--- src/usb_stat_ctl_pkg.sv ---
/*
  Package for the USB status, control and endpoint-control register block:
  register addresses, field positions, reset values and record types.
  Assumes a single 25 MHz clock domain and a plain strobe register port.
*/
package usb_stat_ctl_pkg;

  // ==========================================================
  // Register map (byte addresses, word index = address / 4)
  // ==========================================================
  localparam logic [7:0] ADDR_STATUS = 8'h00; // last_transfer_status
  localparam logic [7:0] ADDR_CONTROL = 8'h04; // usb_module_control
  localparam logic [7:0] ADDR_EP_BASE = 8'h40; // endpoint_control 0..15
  localparam logic [7:0] ADDR_EP_LAST = 8'h7c; // endpoint_control 15

  // ==========================================================
  // Field positions
  // ==========================================================
  localparam int STAT_EP_LSB = 4; // Endpoint number, bits 7..4
  localparam int STAT_DIR_BIT = 3; // Direction
  localparam int STAT_BANK_BIT = 2; // Ping-pong bank
  localparam int CON_JLEVEL_BIT = 7;
  localparam int CON_SE0_BIT = 6;
  localparam int CON_PACKET_PROCESSING_DISABLE_BIT = 5; // Also token in progress in host mode
  localparam int CON_BUSRST_BIT = 4;
  localparam int CON_HOST_FUNCTION_ENABLE_BIT = 3;
  localparam int CON_RESUME_BIT = 2;
  localparam int CON_PPRST_BIT = 1;
  localparam int CON_USBEN_BIT = 0;
  localparam int EP_LOW_SPEED_DIRECT_BIT = 7;
  localparam int EP_RETRY_BIT = 6;
  localparam int EP_CONDIS_BIT = 4;
  localparam int EP_RXEN_BIT = 3;
  localparam int EP_TXEN_BIT = 2;
  localparam int EP_STALL_BIT = 1;
  localparam int EP_HSHK_BIT = 0;

  // ==========================================================
  // Reset values and sizes
  // ==========================================================
  localparam logic [7:0] CON_RESET = 8'h00;
  localparam logic [7:0] EP_RESET = 8'h00;
  localparam logic [7:0] EP_WMASK = 8'hdf; // Bit 5 unimplemented
  localparam logic [5:0] CON_WMASK = 6'h3f; // Bits 5..0 writable
  localparam int FIFO_DEPTH = 4;
  localparam int NUM_EP = 16;

  // ==========================================================
  // Carrier types
  // ==========================================================
  // One completed-transaction record from the packet engine
  typedef struct packed {
    logic [3:0] endpoint; // Endpoint whose descriptor was updated
    logic txDir; // 1 transmit, 0 receive
    logic oddBank; // 1 odd bank, 0 even bank
  } xfer_rec_t;

  // Per-endpoint decoded policy for the packet engine
  typedef struct packed {
    logic rxEn;
    logic txEn;
    logic setupOk; // Control (SETUP) transfers permitted
    logic handshake;
    logic stalled;
  } ep_policy_t;

endpackage : usb_stat_ctl_pkg

--- src/usb_stat_ctl.sv ---
/*
  USB status queue, module control register and sixteen endpoint-control
  registers. Assumes the packet engine supplies transaction records, the
  transfer-done flag pop and live line levels, all synchronous to mclk.
*/
// Local design decisions: the address-and-strobe port and the register offsets.
`timescale 1ns/10ps
`default_nettype none

module usb_stat_ctl
  import usb_stat_ctl_pkg::*;
#(
  parameter int DEPTH = FIFO_DEPTH // Status queue depth
) (
  // Clock, reset, enable
  input wire logic mclk,
  input wire logic resetn,
  input wire logic clkEn,
  // Register port
  input wire logic [7:0] regAddr,
  input wire logic [31:0] regWrData,
  input wire logic regWr,
  input wire logic regRd,
  output logic [31:0] regRdData,
  // Packet engine events
  input wire logic recPush, // Completed transaction
  input wire xfer_rec_t recIn,
  input wire logic doneFlagClear, // transfer_done_flag cleared
  input wire logic setupSeen, // SETUP token received
  input wire logic tokenActive, // Host token executing
  input wire logic stallEvent, // Endpoint stalled
  input wire logic [3:0] stallEp,
  // Live line levels
  input wire logic lineJ,
  input wire logic lineSe0,
  // Controls toward the packet engine
  output logic statusValid,
  output logic recDrop, // Record arrived with queue full and no pop
  output logic packetProcessingDisable,
  output logic busResetDrive,
  output logic hostFunctionEnable,
  output logic hostLogicReset,
  output logic resumeDrive,
  output logic lsEopAppend,
  output logic pingpongReset,
  output logic moduleEnable,
  output logic lowSpeedDirect,
  output logic nakRetryDisable,
  output ep_policy_t [NUM_EP-1:0] epPolicy
);

  // ==========================================================
  // Local state
  // ==========================================================
  localparam int PW = $clog2(DEPTH);
  xfer_rec_t fifoMem [DEPTH]; // Record queue storage
  logic [PW-1:0] rdPtr_q, wrPtr_q; // Queue pointers
  logic [PW:0] count_q; // Entries held
  logic [5:0] con_q; // Writable control bits 5..0
  logic [7:0] ep_q [NUM_EP]; // Endpoint control registers
  logic hostEnPrev_q; // For toggle detection
  logic resumePrev_q; // For resume fall detection
  logic wrCon, wrEp, doPush, doPop;
  logic [3:0] epIdx;

  // Address decode, used for both read and write paths
  function automatic logic isEp(input logic [7:0] a);
    isEp = (a >= ADDR_EP_BASE) && (a <= ADDR_EP_LAST) && (a[1:0] == 2'b00);
  endfunction : isEp

  assign epIdx = regAddr[5:2];
  assign wrCon = regWr && (regAddr == ADDR_CONTROL);
  assign wrEp = regWr && isEp(regAddr);
  // Pop only while something is held; push when room, or when popping
  assign doPop = doneFlagClear && (count_q != '0);
  assign doPush = recPush && ((count_q != (PW+1)'(DEPTH)) || doPop);

  // ==========================================================
  // Status record queue
  // ==========================================================
  // Queue pointers and occupancy
  always_ff @(posedge mclk) begin
    if (!resetn) begin
      rdPtr_q <= '0;
      wrPtr_q <= '0;
      count_q <= '0;
    end else if (clkEn) begin
      if (doPush) begin
        wrPtr_q <= wrPtr_q + PW'(1);
      end
      if (doPop) begin
        rdPtr_q <= rdPtr_q + PW'(1);
      end
      count_q <= count_q + (PW+1)'(doPush) - (PW+1)'(doPop);
    end
  end

  // Storage written only; no reset needed on data
  always_ff @(posedge mclk) begin
    if (clkEn && doPush) begin
      fifoMem[wrPtr_q] <= recIn;
    end
  end

  // Status valid while something sits at the head
  assign statusValid = (count_q != '0);
  // A lost record is flagged; the engine should hold off instead
  assign recDrop = recPush && !doPush;

  // ==========================================================
  // Module control register
  // ==========================================================
  // Bits 5..0; bits 7,6 are live and never stored
  always_ff @(posedge mclk) begin
    if (!resetn) begin
      con_q <= CON_RESET[5:0];
    end else if (clkEn) begin
      if (wrCon) begin
        con_q <= regWrData[5:0] & CON_WMASK;
      end
      // SETUP set wins over a software clear in the same cycle
      if (setupSeen && !con_q[CON_HOST_FUNCTION_ENABLE_BIT]) begin
        con_q[CON_PACKET_PROCESSING_DISABLE_BIT] <= 1'b1;
      end
    end
  end

  // Edge history for host enable and resume
  always_ff @(posedge mclk) begin
    if (!resetn) begin
      hostEnPrev_q <= 1'b0;
      resumePrev_q <= 1'b0;
    end else if (clkEn) begin
      hostEnPrev_q <= con_q[CON_HOST_FUNCTION_ENABLE_BIT];
      resumePrev_q <= con_q[CON_RESUME_BIT];
    end
  end

  // Control outputs
  assign hostFunctionEnable = con_q[CON_HOST_FUNCTION_ENABLE_BIT];
  assign hostLogicReset = hostEnPrev_q ^ con_q[CON_HOST_FUNCTION_ENABLE_BIT];
  // Device mode only; in host mode bit 5 is a busy indicator
  assign packetProcessingDisable = !con_q[CON_HOST_FUNCTION_ENABLE_BIT] && con_q[CON_PACKET_PROCESSING_DISABLE_BIT];
  assign busResetDrive = con_q[CON_HOST_FUNCTION_ENABLE_BIT] && con_q[CON_BUSRST_BIT];
  assign resumeDrive = con_q[CON_RESUME_BIT];
  // One-cycle request to append a low-speed EOP after resume ends
  assign lsEopAppend = con_q[CON_HOST_FUNCTION_ENABLE_BIT] && resumePrev_q
                       && !con_q[CON_RESUME_BIT];
  assign pingpongReset = con_q[CON_PPRST_BIT];
  assign moduleEnable = con_q[CON_USBEN_BIT];

  // ==========================================================
  // Endpoint control registers
  // ==========================================================
  generate
    for (genvar e = 0; e < NUM_EP; e++) begin : g_ep
      // Software write, hardware stall set wins over write
      always_ff @(posedge mclk) begin
        if (!resetn) begin
          ep_q[e] <= EP_RESET;
        end else if (clkEn) begin
          if (wrEp && (epIdx == 4'(e))) begin
            ep_q[e] <= regWrData[7:0] & EP_WMASK;
          end
          if (stallEvent && (stallEp == 4'(e))) begin
            ep_q[e][EP_STALL_BIT] <= 1'b1;
          end
        end
      end
      // Decoded policy toward the packet engine
      assign epPolicy[e].rxEn = ep_q[e][EP_RXEN_BIT];
      assign epPolicy[e].txEn = ep_q[e][EP_TXEN_BIT];
      // Condis only counts when both directions are on
      assign epPolicy[e].setupOk = ep_q[e][EP_RXEN_BIT] && ep_q[e][EP_TXEN_BIT]
                                   && !ep_q[e][EP_CONDIS_BIT];
      assign epPolicy[e].handshake = ep_q[e][EP_HSHK_BIT];
      assign epPolicy[e].stalled = ep_q[e][EP_STALL_BIT];
    end
  endgenerate

  // Endpoint 0 host-only controls
  assign lowSpeedDirect = con_q[CON_HOST_FUNCTION_ENABLE_BIT] && ep_q[0][EP_LOW_SPEED_DIRECT_BIT];
  assign nakRetryDisable = con_q[CON_HOST_FUNCTION_ENABLE_BIT] && ep_q[0][EP_RETRY_BIT];

  // ==========================================================
  // Read path
  // ==========================================================
  // Registered read data, valid the cycle after the strobe only
  always_ff @(posedge mclk) begin
    if (!resetn) begin
      regRdData <= '0;
    end else if (clkEn) begin
      regRdData <= '0;
      if (regRd) begin
        if (regAddr == ADDR_STATUS) begin
          // Head record; meaningless when queue is empty
          regRdData[7:2] <= {fifoMem[rdPtr_q].endpoint, fifoMem[rdPtr_q].txDir,
                             fifoMem[rdPtr_q].oddBank};
        end else if (regAddr == ADDR_CONTROL) begin
          regRdData[CON_JLEVEL_BIT] <= lineJ;
          regRdData[CON_SE0_BIT] <= lineSe0;
          // Busy indicator in host mode, software must poll it
          regRdData[CON_PACKET_PROCESSING_DISABLE_BIT] <= con_q[CON_HOST_FUNCTION_ENABLE_BIT] ? tokenActive
                                       : con_q[CON_PACKET_PROCESSING_DISABLE_BIT];
          regRdData[4:0] <= con_q[4:0];
        end else if (isEp(regAddr)) begin
          regRdData[7:0] <= ep_q[epIdx];
        end
      end
    end
  end
endmodule : usb_stat_ctl

`default_nettype wire

--- config.mk ---
export PLATFORM = sky130hd
export DESIGN_NAME = usb_stat_ctl
export DESIGN_NICKNAME = d
export VERILOG_FILES = /design/src/usb_stat_ctl_pkg.sv /design/src/usb_stat_ctl.sv
export SDC_FILE = /design/constraint.sdc
export NUM_CORES = 1
export LEC_CHECK = 0
export BUFFER_PORTS_ARGS = -buffer_cell sky130_fd_sc_hd__buf_2
export CAP_MARGIN = 20
export CORE_MARGIN = 2
export CORE_UTILIZATION = 30
export CTS_CLUSTER_SIZE = 24
export DETAILED_ROUTE_END_ITERATION = 16
export PLACE_DENSITY = 0.49
export SLEW_MARGIN = 20
export SYNTH_ARGS = -nofsm -noshare
export SYNTH_HDL_FRONTEND = slang
export SYNTH_SLANG_ARGS = --single-unit
--- constraint.sdc ---
create_clock -name mclk -period 2.63 [get_ports mclk]
set_input_delay 0.1315 -clock mclk [delete_from_list [all_inputs] [get_ports mclk]]
set_output_delay 0.1315 -clock mclk [all_outputs]
set_load 0.01 [all_outputs]
# Word level (Yosys, flattened, before mapping)

Memory sizes are Yosys's and may differ from the RTL's. A register that Yosys moved wholly into a read port is not among the register bits.
Cells that the tools add are included.

Logic and storage cells: 363
Register bits: 23
Memories: 2
Bits in writable memories: 136

Memory list:

| memory  | depth | width | rd ports | clocked after Yosys merged registers in | wr ports | RTL line           | RTL |
|---|---|---|---|---|---|---|---|
| ep_q    | 16    | 7     | 17       | 0                                       | 16       | usb_stat_ctl.sv:60 | `logic [7:0] ep_q [NUM_EP];` |
| fifoMem | 4     | 6     | 1        | 1                                       | 1        | usb_stat_ctl.sv:56 | `xfer_rec_t fifoMem [DEPTH];` |

Reductions and logical operators: 109
Magnitude comparators: 2
Equality and inequality tests: 32
Bitwise logic cells: 33
Multiplexer cells: 173
$add $sub $neg: 4

Operators by type and width:

| kind                  | count |
|---|---|
| $mux W1               | 149 |
| $mux W7               | 16 |
| $logic_and A1 B1 Y1   | 79 |
| $eq A4 B4 Y1 const B  | 16 |
| $eq A4 B3 Y1 const B  | 8 |
| $or A1 B1 Y1          | 32 |
| $mux W8               | 3 |
| $logic_not A1 Y1      | 19 |
| $eq A4 B2 Y1 const B  | 4 |
| $mux W6               | 2 |
| $eq A4 B1 Y1 const B  | 2 |
| $eq A8 B3 Y1 const B  | 1 |
| $ge A8 B7 Y1 const B  | 1 |
| $le A8 B7 Y1 const B  | 1 |
| $logic_not A4 Y1      | 2 |
| $logic_not A8 Y1      | 1 |
| $reduce_and A2 Y1     | 4 |
| $mux W2               | 3 |
| $add A2 B1 Y2 const B | 2 |
| $add A3 B1 Y3         | 1 |
| $ne A3 B3 Y1 const B  | 1 |
| $reduce_bool A3 Y1    | 1 |
| $sub A3 B1 Y3         | 1 |
| $logic_not A2 Y1      | 1 |
| 3 further kinds       | 3 |

# Logic depth before layout (Yosys ltp)

Gate-level depths: netlist of run 1.

Word-level depth: 11
Gate-level depth with buffers: 10
Gate-level depth less buffers: 10

# Least setup slack after synthesis of run 1

OpenSTA, ideal clock, no wires.

Path type: reg2reg
From: reg count_q[2]
To: reg count_q[2]
Arrival time: 2.187 ns
Data required time: 2.512 ns
Slack: 0.324 ns
Stages on the path, launching flop included: 11
Cell sequence: dfxtp_1 -> or3_1 -> and2_1 -> ha_1 -> inv_1 -> ha_1 -> fa_1 -> xnor2_1 -> nand2_1 -> xor2_1 -> nor2_1

Cells in the longest elaborated chain, start to end: 6

Ends and longest elaborated chain:

| element                | RTL line           | RTL |
|---|---|---|
| from (decl)            | usb_stat_ctl.sv:58 | `logic [PW:0] count_q;` |
| from (signal assigned) | usb_stat_ctl.sv:94 | `count_q <= count_q + (PW+1)'(doPush) - (PW+1)'(doPop);` |
| $reduce_bool A3 Y1 *   | --                 |  |
| via statusValid        | usb_stat_ctl.sv:37 | `output logic statusValid,` |
| $logic_and A1 B1 Y1 *  | usb_stat_ctl.sv:75 | `assign doPop = doneFlagClear && (count_q != '0);` |
| $logic_or A1 B1 Y1     | usb_stat_ctl.sv:76 | `assign doPush = recPush && ((count_q != (PW+1)'(DEPTH)) \|\| doPop);` |
| $logic_and A1 B1 Y1    | usb_stat_ctl.sv:76 |  |
| $add A3 B1 Y3          | usb_stat_ctl.sv:94 |  |
| $sub A3 B1 Y3 *        | usb_stat_ctl.sv:94 |  |

The timed path passes the listed nets; every way through them passes the cells marked *.
A chain may end at the register's enable or synchronous reset.

# Final worst setup path of run 1

From: reg count_q[2]
To: reg count_q[2]

Cells in the longest elaborated chain, start to end: 6

Ends and longest elaborated chain:

| element             | RTL line |
|---|---|
| $reduce_bool A3 Y1  | usb_stat_ctl.sv:75 |
| $logic_and A1 B1 Y1 | usb_stat_ctl.sv:75 |
| $logic_or A1 B1 Y1  | usb_stat_ctl.sv:76 |
| $logic_and A1 B1 Y1 | usb_stat_ctl.sv:76 |
| $add A3 B1 Y3       | usb_stat_ctl.sv:94 |
| $sub A3 B1 Y3 *     | usb_stat_ctl.sv:94 |

Every way passes the cells marked *; elsewhere a longest branch is shown, timed or not.

==> run summary, run 1 <==
Status: completed
WHS Path Cells: 3
Reg-to-reg startpoint: count_q[2]$_SDFFE_PN0P_
Relative slew slack: 51.1%
Share of cells above drive strength 1: 28.0%
Cell leakage power: 0.00393 uW
Tcrit/Tclk final: 89.8%
Worst VDD drop: 0.384 mV
WL/cell: 20.8 um
Tightest Hold Check Type: in -> reg
Cells after Synth: 731
Largest net degree at the start of global routing: 26
Latest clock arrival within the worst-skew pair: 0.43 ns
Core area: 27900 um2
Fillers: 2787
Type of origin of the critical path: flop
CTS buffer count: 17
Worst hold endpoint: regRdData[5]$_SDFFE_PN0P_
Port bufs: 137
Main synth FF type: edfxtp_1
Final design utilization: 35.4%
Crit path arrival time: 2.67 ns
Worst Setup SP: count_q[2]$_SDFFE_PN0P_
Yosys warns: 0
Synth-to-Final Area Change: 16.2%
Reg2reg end: count_q[2]$_SDFFE_PN0P_
Slew @ Worst Pin: 0.734 ns
First-pass GRT wire length: 36700 um
Clock buffer depth: 2
Top Ports: 186
Initial Util: 30.5%
Count leader, synth: edfxtp_1
Antenna viol nets, final: 0
Clk root buf: clkbuf_16
Final Wtd Congestion: 0.832
DRC Markers: 0
Max-cap viol count: 0
Hold Vio Cnt, Final: 0
Final total negative setup slack: 0 ns
Synth area leader: edfxtp_1
RSZ-0062 raised after global routing: no
HPWL after detailed placement: 19100 um
Post-synth EDFFs: 136
Die area: 29700 um2
Slew Limit Fails: 0
Vias after detailed routing: 5745
Worst-path clk slew: 0.07 ns
Vias per std cell: 4.71
Worst hold start: regRd
FP Rows: 61
Asr flop ratio synth: 0%
Synth cell count leaders: edfxtp_1 (136), and2_1 (107), buf_4 (91)
Final instance area: 9860 um2
Setup violators final: 0
Flops & latches, synth: 161
GR Overflow Total: 0
Skew final: 0.0158 ns
Yosys top cell area share: 48.1%
Cell Pwr Density: 624 nW/um2
1st-iter DRT viols: 428
Final net count: 898
DIE HEIGHT: 172 um
Critical path type: reg -> reg
FF-to-FF setup slack: 0.27 ns
Dpl cell area: 9200 um2
Mapped Area: 8490 um2
Worst reg2reg path depth: 10
F_max: 424 MHz
H-tree depth: 4
Library cells used by synthesis: 55
CTS tree: built
Vias in the first global route: 5523
Total GRT Usage: 17.5%
Synth top area cells: edfxtp_1 (48%), buf_4 (8.0%), and2_1 (7.9%)
Worst setup EP type: flop
Initial antenna violation count: 1
WP data required: 2.94 ns
Register area share after synthesis: 54.0%
Die Width: 172 um
Avg Cell Area, Syn: 11.6 um2
Pre-antenna DRT Iters: 5
Crit path time final: 2.36 ns
Routed wire length: 25400 um
Critical path peak fanout: 3
Clock sinks: 161
## metrics by stage
step | setup WS [ns] | hold WS (ns) | power (uW) | cells
after CTS | 0.264 | 0.0290 | 6200 | 1220
after detailed placement | 0.276 | 0.355 | 3760 | 1180
after floorplan | 0.324 | 0.230 | 3530 | 754
final | 0.269 | 0.0391 | 6150 | 1221
after global placement | 0.299 | 0.352 | 3750 | 1180
after global routing | 0.126 | 0.0671 | 6380 | 1220
## what timing repair did
| item | 4_1_cts | 5_1_grt |
|---|---|---|
| setup buffers | 0 | 0 |
| endpoints found under the hold margin | 25 | 0 |
| resized for setup | 0 | 0 |
| hold buffers | 8 | 0 |
## flip-flops by register name (all words and copies together), names as in the netlist, named ones only
register      flops
fifoMem          24
con_q             6
count_q           3
ep_q            112
hostEnPrev_q      1
resumePrev_q      1
rdPtr_q           2
wrPtr_q           2
regRdData         8
## worst max-delay path: stages (launching register included)
cell     delay, ns
dfxtp_1       0.33
or3_1         0.38
and2_1        0.20
ha_1          0.27
inv_1         0.04
ha_1          0.19
fa_1          0.41
xnor2_1       0.15
nand2_1       0.08
xor2_1        0.14
nor2_1        0.05
## worst max-delay path by stage
stage | endpoint | slack, ns | depth (start not counted)
5_1_grt | count_q[2]$_SDFFE_PN0P_ | 0.13 | 10
2_1_floorplan | count_q[2]$_SDFFE_PN0P_ | 0.32 | 10
3_3_place_gp | count_q[2]$_SDFFE_PN0P_ | 0.30 | 10
4_1_cts | count_q[2]$_SDFFE_PN0P_ | 0.26 | 10
3_5_place_dp | count_q[2]$_SDFFE_PN0P_ | 0.28 | 10
6_report | count_q[2]$_SDFFE_PN0P_ | 0.27 | 10
## cells in the final DEF (no fill, tap or decap), types with 6 or more instances in the layout
master,netlist,layout
mux2i_1,30,30
o21ai_1,19,19
conb_1,1,24
nor2b_1,12,12
nand2_1,55,55
dlygate4sd3_1,0,8
nor2_1,60,60
a21oi_1,7,7
o21ai_0,7,7
and3_1,6,6
dfxtp_1,25,25
nand3_1,17,17
edfxtp_1,136,136
inv_1,10,10
clkbuf_16,0,17
nor3_1,6,6
and2_1,107,107
buf_2,5,137
nand2b_1,15,15
ha_1,6,6
mux4_2,25,25
buf_4,91,36
## cells by family (layout without fill, tap and decap cells)
kind of cell	after synthesis	in the layout	share of synthesized area (%)
compound gates	70	70	5.48
xor+xnor	6	6	0.619
fa+ha+maj	7	7	1.12
buf+inv	137	225	10.2
flops	161	161	54.0
mux	57	57	10.4
other cells	1	25	0.0442
simple gates	292	292	18.0
## per-layer routing
layer	wire length (um)	track usage, %	up-vias	part of all wire (%)
met4	260	4.13	0	1.0
met3	1580	3.57	20	6.2
li1	-	-	2668	-
met5	0	0	-	0
met2	12000	28.2	201	47
met1	11500	24.2	2856	45
## power by group
group | switching [uW] | internal (uW) | leakage (uW) | total, uW
registers | 101 | 2890 | 0.00148 | 2990
logic | 416 | 294 | 0.00216 | 710
clock network | 1180 | 1270 | 0.000283 | 2450
total | 1700 | 4450 | 0.00393 | 6150
## final cells by class
type                            instances  area, um2  share of cell area [%]
Clock buffer                           17        425                    4.31
Antenna cell                            1       2.50                  0.0254
Sequential cell                       161       4580                    46.5
Timing Repair Buffer                  182       1060                    10.7
Tap cell                              378        473                    4.80
Inverter                               11       41.3                   0.419
Clock inverter                         15        160                    1.62
Multi-Input combinational cell        456       3120                    31.6
Note: power is estimated with default switching activity, not from simulation.
==> inputs of run 2 (changes only) <==
- clock period: 2.63 -> 2.85 ns (I/O delays scaled with it)
==> run 2 against run 1 <==
Combinational power is 9.4% lower; fmax is 1.7% higher; critical endpoint unchanged; clock skew is 0.0033 ns lower; design area is 0.70% lower; via count is 1.0% lower; sequential power is 7.7% lower; critical path type unchanged; power is 4.9% lower; sequential share of layout area is 0.33 points higher.
==> run summary, run 2 (synthesized netlist as in run 1, its figures left out) <==
Reg-to-reg startpoint: count_q[2]$_SDFFE_PN0P_
DRC Markers: 0 (unchanged)
Most frequent cells in the layout: buf_2 (137), edfxtp_1 (136), and2_1 (107)
Die area: 29700 um2 (unchanged)
Routed wire length: 25000 um (-1.3%)
Top reg by flops: ep_q
Worst Slack Setup Final: 0.530 ns (+0.260 ns)
Clock sinks: 161 (unchanged)
Skew final: 0.0126 ns (-0.00326 ns)
Reg2reg end: count_q[2]$_SDFFE_PN0P_
Port bufs: 137 (unchanged)
Tightest Hold Check Type: in -> reg
Setup violators final: 0 (unchanged)
Worst reg2reg path depth: 10 (unchanged)
Vias in the first global route: 5488 (-0.63%)
Cell leakage power: 0.00388 uW (-1.2%)
FF-to-FF setup slack: 0.53 ns (+0.26 ns)
Slew @ Worst Pin: 0.997 ns (+0.262 ns)
H-tree depth: 4 (unchanged)
Die Width: 172 um (unchanged)
Top Ports: 186 (unchanged)
Worst hold start: regWrData[5]
Crit path arrival time: 2.64 ns (-0.03 ns)
Final Wtd Congestion: 0.817 (-1.8%)
Max-cap viol count: 0 (unchanged)
Total GRT Usage: 17.4% (-0.063 points)
Critical path peak fanout: 3 (unchanged)
Gr busiest metal: met2
Final net count: 886 (-1.3%)
Cell Pwr Density: 597 nW/um2 (-4.2%)
HPWL after detailed placement: 19000 um (-0.67%)
Max FFs per register: 112 (unchanged)
Status: completed
DIE HEIGHT: 172 um (unchanged)
CTS buffer count: 17 (unchanged)
Clock buffer depth: 2 (unchanged)
GR Overflow Total: 0 (unchanged)
Largest net degree at the start of global routing: 29 (+12%)
Critical path type: reg -> reg
Type of origin of the critical path: flop
Crit path time final: 2.32 ns (-0.0403 ns)
RSZ-0062 raised after global routing: no
CTS tree: built
Final total negative setup slack: 0 ns (unchanged)
Initial Util: 30.5% (unchanged)
Hold Vio Cnt, Final: 0 (unchanged)
Met3 Track Usage GR: 3.89% (+0.32 points)
Initial antenna violation count: 0 (-1)
1st-iter DRT viols: 452 (+5.6%)
Share of cells above drive strength 1: 27.0% (-1.0 points)
Synth-to-Final Area Change: 15.4%
Antenna viol nets, final: 0 (unchanged)
Most common cell after layout, fill and taps aside: buf_2
Vias after detailed routing: 5685 (-1.0%)
Latest clock arrival within the worst-skew pair: 0.43 ns (about the same)
Worst-path clk slew: 0.07 ns (about the same)
Post-CTS Setup Bufs: 0 (unchanged)
First-pass GRT wire length: 36600 um (-0.39%)
Grt met1 use: 24.2% (about the same)
Slew Limit Fails: 0 (unchanged)
Pre-antenna DRT Iters: 4 (-1)
FP Rows: 61 (unchanged)
Relative slew slack: 33.1% (-18 points)
Vias per std cell: 4.71 (about the same)
Top flop regs: ep_q: 112 flops, fifoMem: 24 flops, regRdData: 8 flops
WP data required: 3.17 ns (+0.23 ns)
N_diodes: 0 (-1)
Worst hold endpoint: con_q[5]$_SDFFE_PN0P_
WL/cell: 20.7 um (-0.29%)
Core area: 27900 um2 (unchanged)
Worst VDD drop: 0.393 mV (+2.3%)
F_max: 431 MHz (+1.7%)
Worst setup EP type: flop
Clk root buf: clkbuf_16
DP Worst Slack: 0.409 ns (+0.133 ns)
M2 GR Usage: 27.7% (-0.47 points)
Tcrit/Tclk final: 81.4% (-8.3 points)
WHS Path Cells: 3 (unchanged)
[run 2: how the worst max path moves through the flow]
stage,end,from
after floorplan,count_q[2]$_SDFFE_PN0P_,count_q[2]$_SDFFE_PN0P_
after global placement,ep_q[7][4]$_SDFFCE_PN0P_,regAddr[2]
after detailed placement,ep_q[7][0]$_SDFFCE_PN0P_,regAddr[2]
after CTS,count_q[2]$_SDFFE_PN0P_,count_q[2]$_SDFFE_PN0P_
after global routing,count_q[2]$_SDFFE_PN0P_,count_q[2]$_SDFFE_PN0P_
final,count_q[2]$_SDFFE_PN0P_,count_q[2]$_SDFFE_PN0P_
[run 2: report_power, final]
group | internal [uW] | switching (uW) | total [uW]
combinational | 264 | 379 | 643
clock | 1410 | 1040 | 2450
sequential | 2670 | 93.2 | 2760
[run 2: final cells by class]
cell class | count | area (um2)
Clock buffer | 17 | 425
Clock inverter | 15 | 199
Fill cell | 2787 | 18100
Inverter | 11 | 41.3
Multi-Input combinational cell | 456 | 3120
Sequential cell | 161 | 4580
Tap cell | 378 | 473
Timing Repair Buffer | 170 | 951
[run 2: critical path, cell delays in order (launching register included)]
cell and delay (ns):
dfxtp_1 0.33, or3_1 0.37, and2_1 0.20, ha_1 0.28, inv_1 0.04, ha_1 0.18, fa_1 0.41, xnor2_1 0.15
nand2_1 0.08, xor2_1 0.14, nor2_1 0.04
[run 2: per-stage QoR]
stage	instance area [um2]	utilization [%]	hold WS [ns]	std cells	total power, uW
2_1_floorplan	8570	-	0.241	754	3250
3_3_place_gp	9100	32.7	0.364	1169	3450
3_5_place_dp	9100	32.7	0.367	1169	3450
4_1_cts	9790	35.2	0.00435	1208	5900
5_1_grt	9790	35.2	0.0523	1208	6060
6_report	9790	35.2	0.0147	1208	5850
[run 2: timing repair]
item,4_1_cts,5_1_grt
hold endpoints to repair,25,0
hold buffers,7,0
resized for setup,0,0
[run 2: metal layers]
metal / up-vias / wire length, um
li1: 2634 / -
met1: 2836 / 11600
met3: 14 / 1490
met5: - / 0
met4: 0 / 246
met2: 201 / 11700
==> inputs of run 3 (changes only) <==
- PLACE_DENSITY: 0.49 -> 0.51
- clock period: 2.85 -> 1.9 ns (I/O delays scaled with it)
==> run 3 against run 2 <==
The run now ends with setup timing left; register-to-register slack got worse by 0.75 ns; highest routed layer unchanged; count of clock-buffer cells in the layout unchanged; fmax up 9.2%; sequential share of layout area down 3.0 points; sequential power is 49% higher; clock skew up 0.00086 ns; design area up 7.0%; sequential cell count stayed put; critical path type unchanged; routed wire length rose by 4.5%; critical path depth stayed put.
==> run summary, run 3 (synthesized netlist as in run 1, its figures left out) <==
Vias after detailed routing: 5999 (+5.5%)
WL/cell: 20.4 um (-1.5%)
Reg2reg end: count_q[2]$_SDFFE_PN0P_
Worst VDD drop: 0.405 mV (+3.3%)
Synth-to-Final Area Change: 23.4%
Reg-to-reg startpoint: count_q[0]$_SDFFE_PN0P_
Slew Limit Fails: 0 (unchanged)
Die Width: 172 um (unchanged)
FF-to-FF setup slack: -0.22 ns (-0.75 ns)
H-tree depth: 4 (unchanged)
Final design utilization: 37.6% (+2.4 points)
N_diodes: 0 (unchanged)
Setup violators final: 3 (+3)
Dpl cell area: 9730 um2 (+7.0%)
Max-cap viol count: 0 (unchanged)
Skew final: 0.0134 ns (+0.000857 ns)
Latest clock arrival within the worst-skew pair: 0.44 ns (about the same)
Vias per std cell: 4.68 (-0.57%)
Pre-antenna DRT Iters: 5 (+1)
Routed wire length: 26200 um (+4.5%)
Tightest Hold Check Type: in -> reg
Port bufs: 137 (unchanged)
RSZ-0062 raised after global routing: yes
Worst Slack Setup Final: -0.225 ns (-0.754 ns)
Slew @ Worst Pin: 0.609 ns (-0.388 ns)
Total GRT Usage: 18.1% (+0.62 points)
WP data required: 2.22 ns (-0.95 ns)
Die area: 29700 um2 (unchanged)
Status: finished with violations
M1 WL: 11700 um (+0.65%)
Final instance area: 10500 um2 (+7.0%)
Fillers: 2761 (-0.93%)
FP Rows: 61 (unchanged)
Initial antenna violation count: 0 (unchanged)
Worst hold slack: 0.0403 ns (+0.0256 ns)
WHS Path Cells: 3 (unchanged)
CTS tree: built
First-pass GRT wire length: 38000 um (+3.8%)
Antenna viol nets, final: 0 (unchanged)
Failing checks: setup timing
Top reg by flops: ep_q
Final total negative setup slack: -0.427 ns (-0.427 ns)
Max FFs per register: 112 (unchanged)
Worst hold start: lineJ
Top Ports: 186 (unchanged)
GR Overflow Total: 0 (unchanged)
Clock buffer depth: 2 (unchanged)
Worst setup EP type: flop
DIE HEIGHT: 172 um (unchanged)
Top flop regs: ep_q: 112 flops, fifoMem: 24 flops, regRdData: 8 flops
Most common cell after layout, fill and taps aside: buf_2
Critical path type: reg -> reg
Clock sinks: 161 (unchanged)
Largest net degree at the start of global routing: 23 (-21%)
Most frequent cells in the layout: buf_2 (137), edfxtp_1 (136), and2_1 (105)
Final Wtd Congestion: 0.888 (+8.7%)
Critical path peak fanout: 3 (unchanged)
Hold Vio Cnt, Final: 0 (unchanged)
Final net count: 960 (+8.4%)
Pwr Total: 8860 uW (+51%)
Worst reg2reg path depth: 10 (unchanged)
HPWL after detailed placement: 19900 um (+4.8%)
WL met3: 1400 um (-5.6%)
Type of origin of the critical path: flop
Crit path arrival time: 2.45 ns (-0.19 ns)
Share of cells above drive strength 1: 34.1% (+7.1 points)
Worst-path clk slew: 0.07 ns (about the same)
DRC Markers: 0 (unchanged)
DR top layer: met4
Clk root buf: clkbuf_16
Vias in the first global route: 5716 (+4.2%)
1st-iter DRT viols: 406 (-10%)
Initial Util: 30.5% (unchanged)
Worst hold endpoint: regRdData[7]$_SDFFE_PN0P_
CTS buffer count: 17 (unchanged)
Tcrit/Tclk final: 112% (+30 points)
WL met2: 12700 um (+8.4%)
Crit path time final: 2.12 ns (-0.196 ns)
Cell leakage power: 0.00427 uW (+10%)
F_max: 471 MHz (+9.2%)
Relative slew slack: 59.3% (+26 points)
Core area: 27900 um2 (unchanged)
Cell Pwr Density: 845 nW/um2 (+42%)
-- run 3: report_power, final --
part           internal, uW  switching, uW
Sequential             4000            118
Clock                  1800           1730
Combinational           563            654
-- run 3: how the worst max path moves through the flow --
stage                                  startpoint                 endpoint  slack [ns]  cells past startpoint
after floorplan           count_q[0]$_SDFFE_PN0P_  count_q[2]$_SDFFE_PN0P_       -0.27                     10
after global placement    count_q[0]$_SDFFE_PN0P_  count_q[2]$_SDFFE_PN0P_       -0.30                     10
after detailed placement  count_q[0]$_SDFFE_PN0P_  count_q[2]$_SDFFE_PN0P_       -0.28                     10
after CTS                 count_q[0]$_SDFFE_PN0P_  count_q[2]$_SDFFE_PN0P_       -0.24                     10
after global routing      count_q[0]$_SDFFE_PN0P_  count_q[2]$_SDFFE_PN0P_       -0.31                     10
final                     count_q[0]$_SDFFE_PN0P_  count_q[2]$_SDFFE_PN0P_       -0.22                     10
-- run 3: repair_timing --
action,4_1_cts,5_1_grt
pin swaps,4,5
setup buffers,1,2
hold buffers,9,0
hold endpoints to repair,26,0
endpoints found under the setup margin,3,4
gates resized for setup,5,1
gates cloned,0,0
-- run 3: through the flow --
stage          instances  worst slack [ns]
6_report            1282            -0.225
2_1_floorplan        754            -0.269
3_5_place_dp        1238            -0.281
5_1_grt             1282            -0.312
3_3_place_gp        1238            -0.295
4_1_cts             1280            -0.236
-- run 3: layout make-up --
cell class	instances	area (um2)	area share, %
flip-flops and latches	161	4590	43.8
clock inverters	15	183	1.74
well taps	378	473	4.51
inverters	11	41.3	0.394
multi-input cells	456	3170	30.2
repair buffers	244	1600	15.3
clock buffers	17	425	4.06
-- run 3: worst max-delay path: stages, from the launching register on --
cell and delay [ns]:
dfxtp_2 0.33, or3_4 0.38, and2_4 0.16, ha_4 0.26
inv_2 0.04, ha_4 0.15, fa_2 0.33, xnor2_1 0.13
nand2_1 0.08, xor2_1 0.14, nor2_1 0.05
-- run 3: layer usage --
metal	global-route usage, %	vias up
met3	3.27	22
met1	24.6	3009
met5	0	-
met4	5.22	0
li1	-	2783
met2	29.4	185
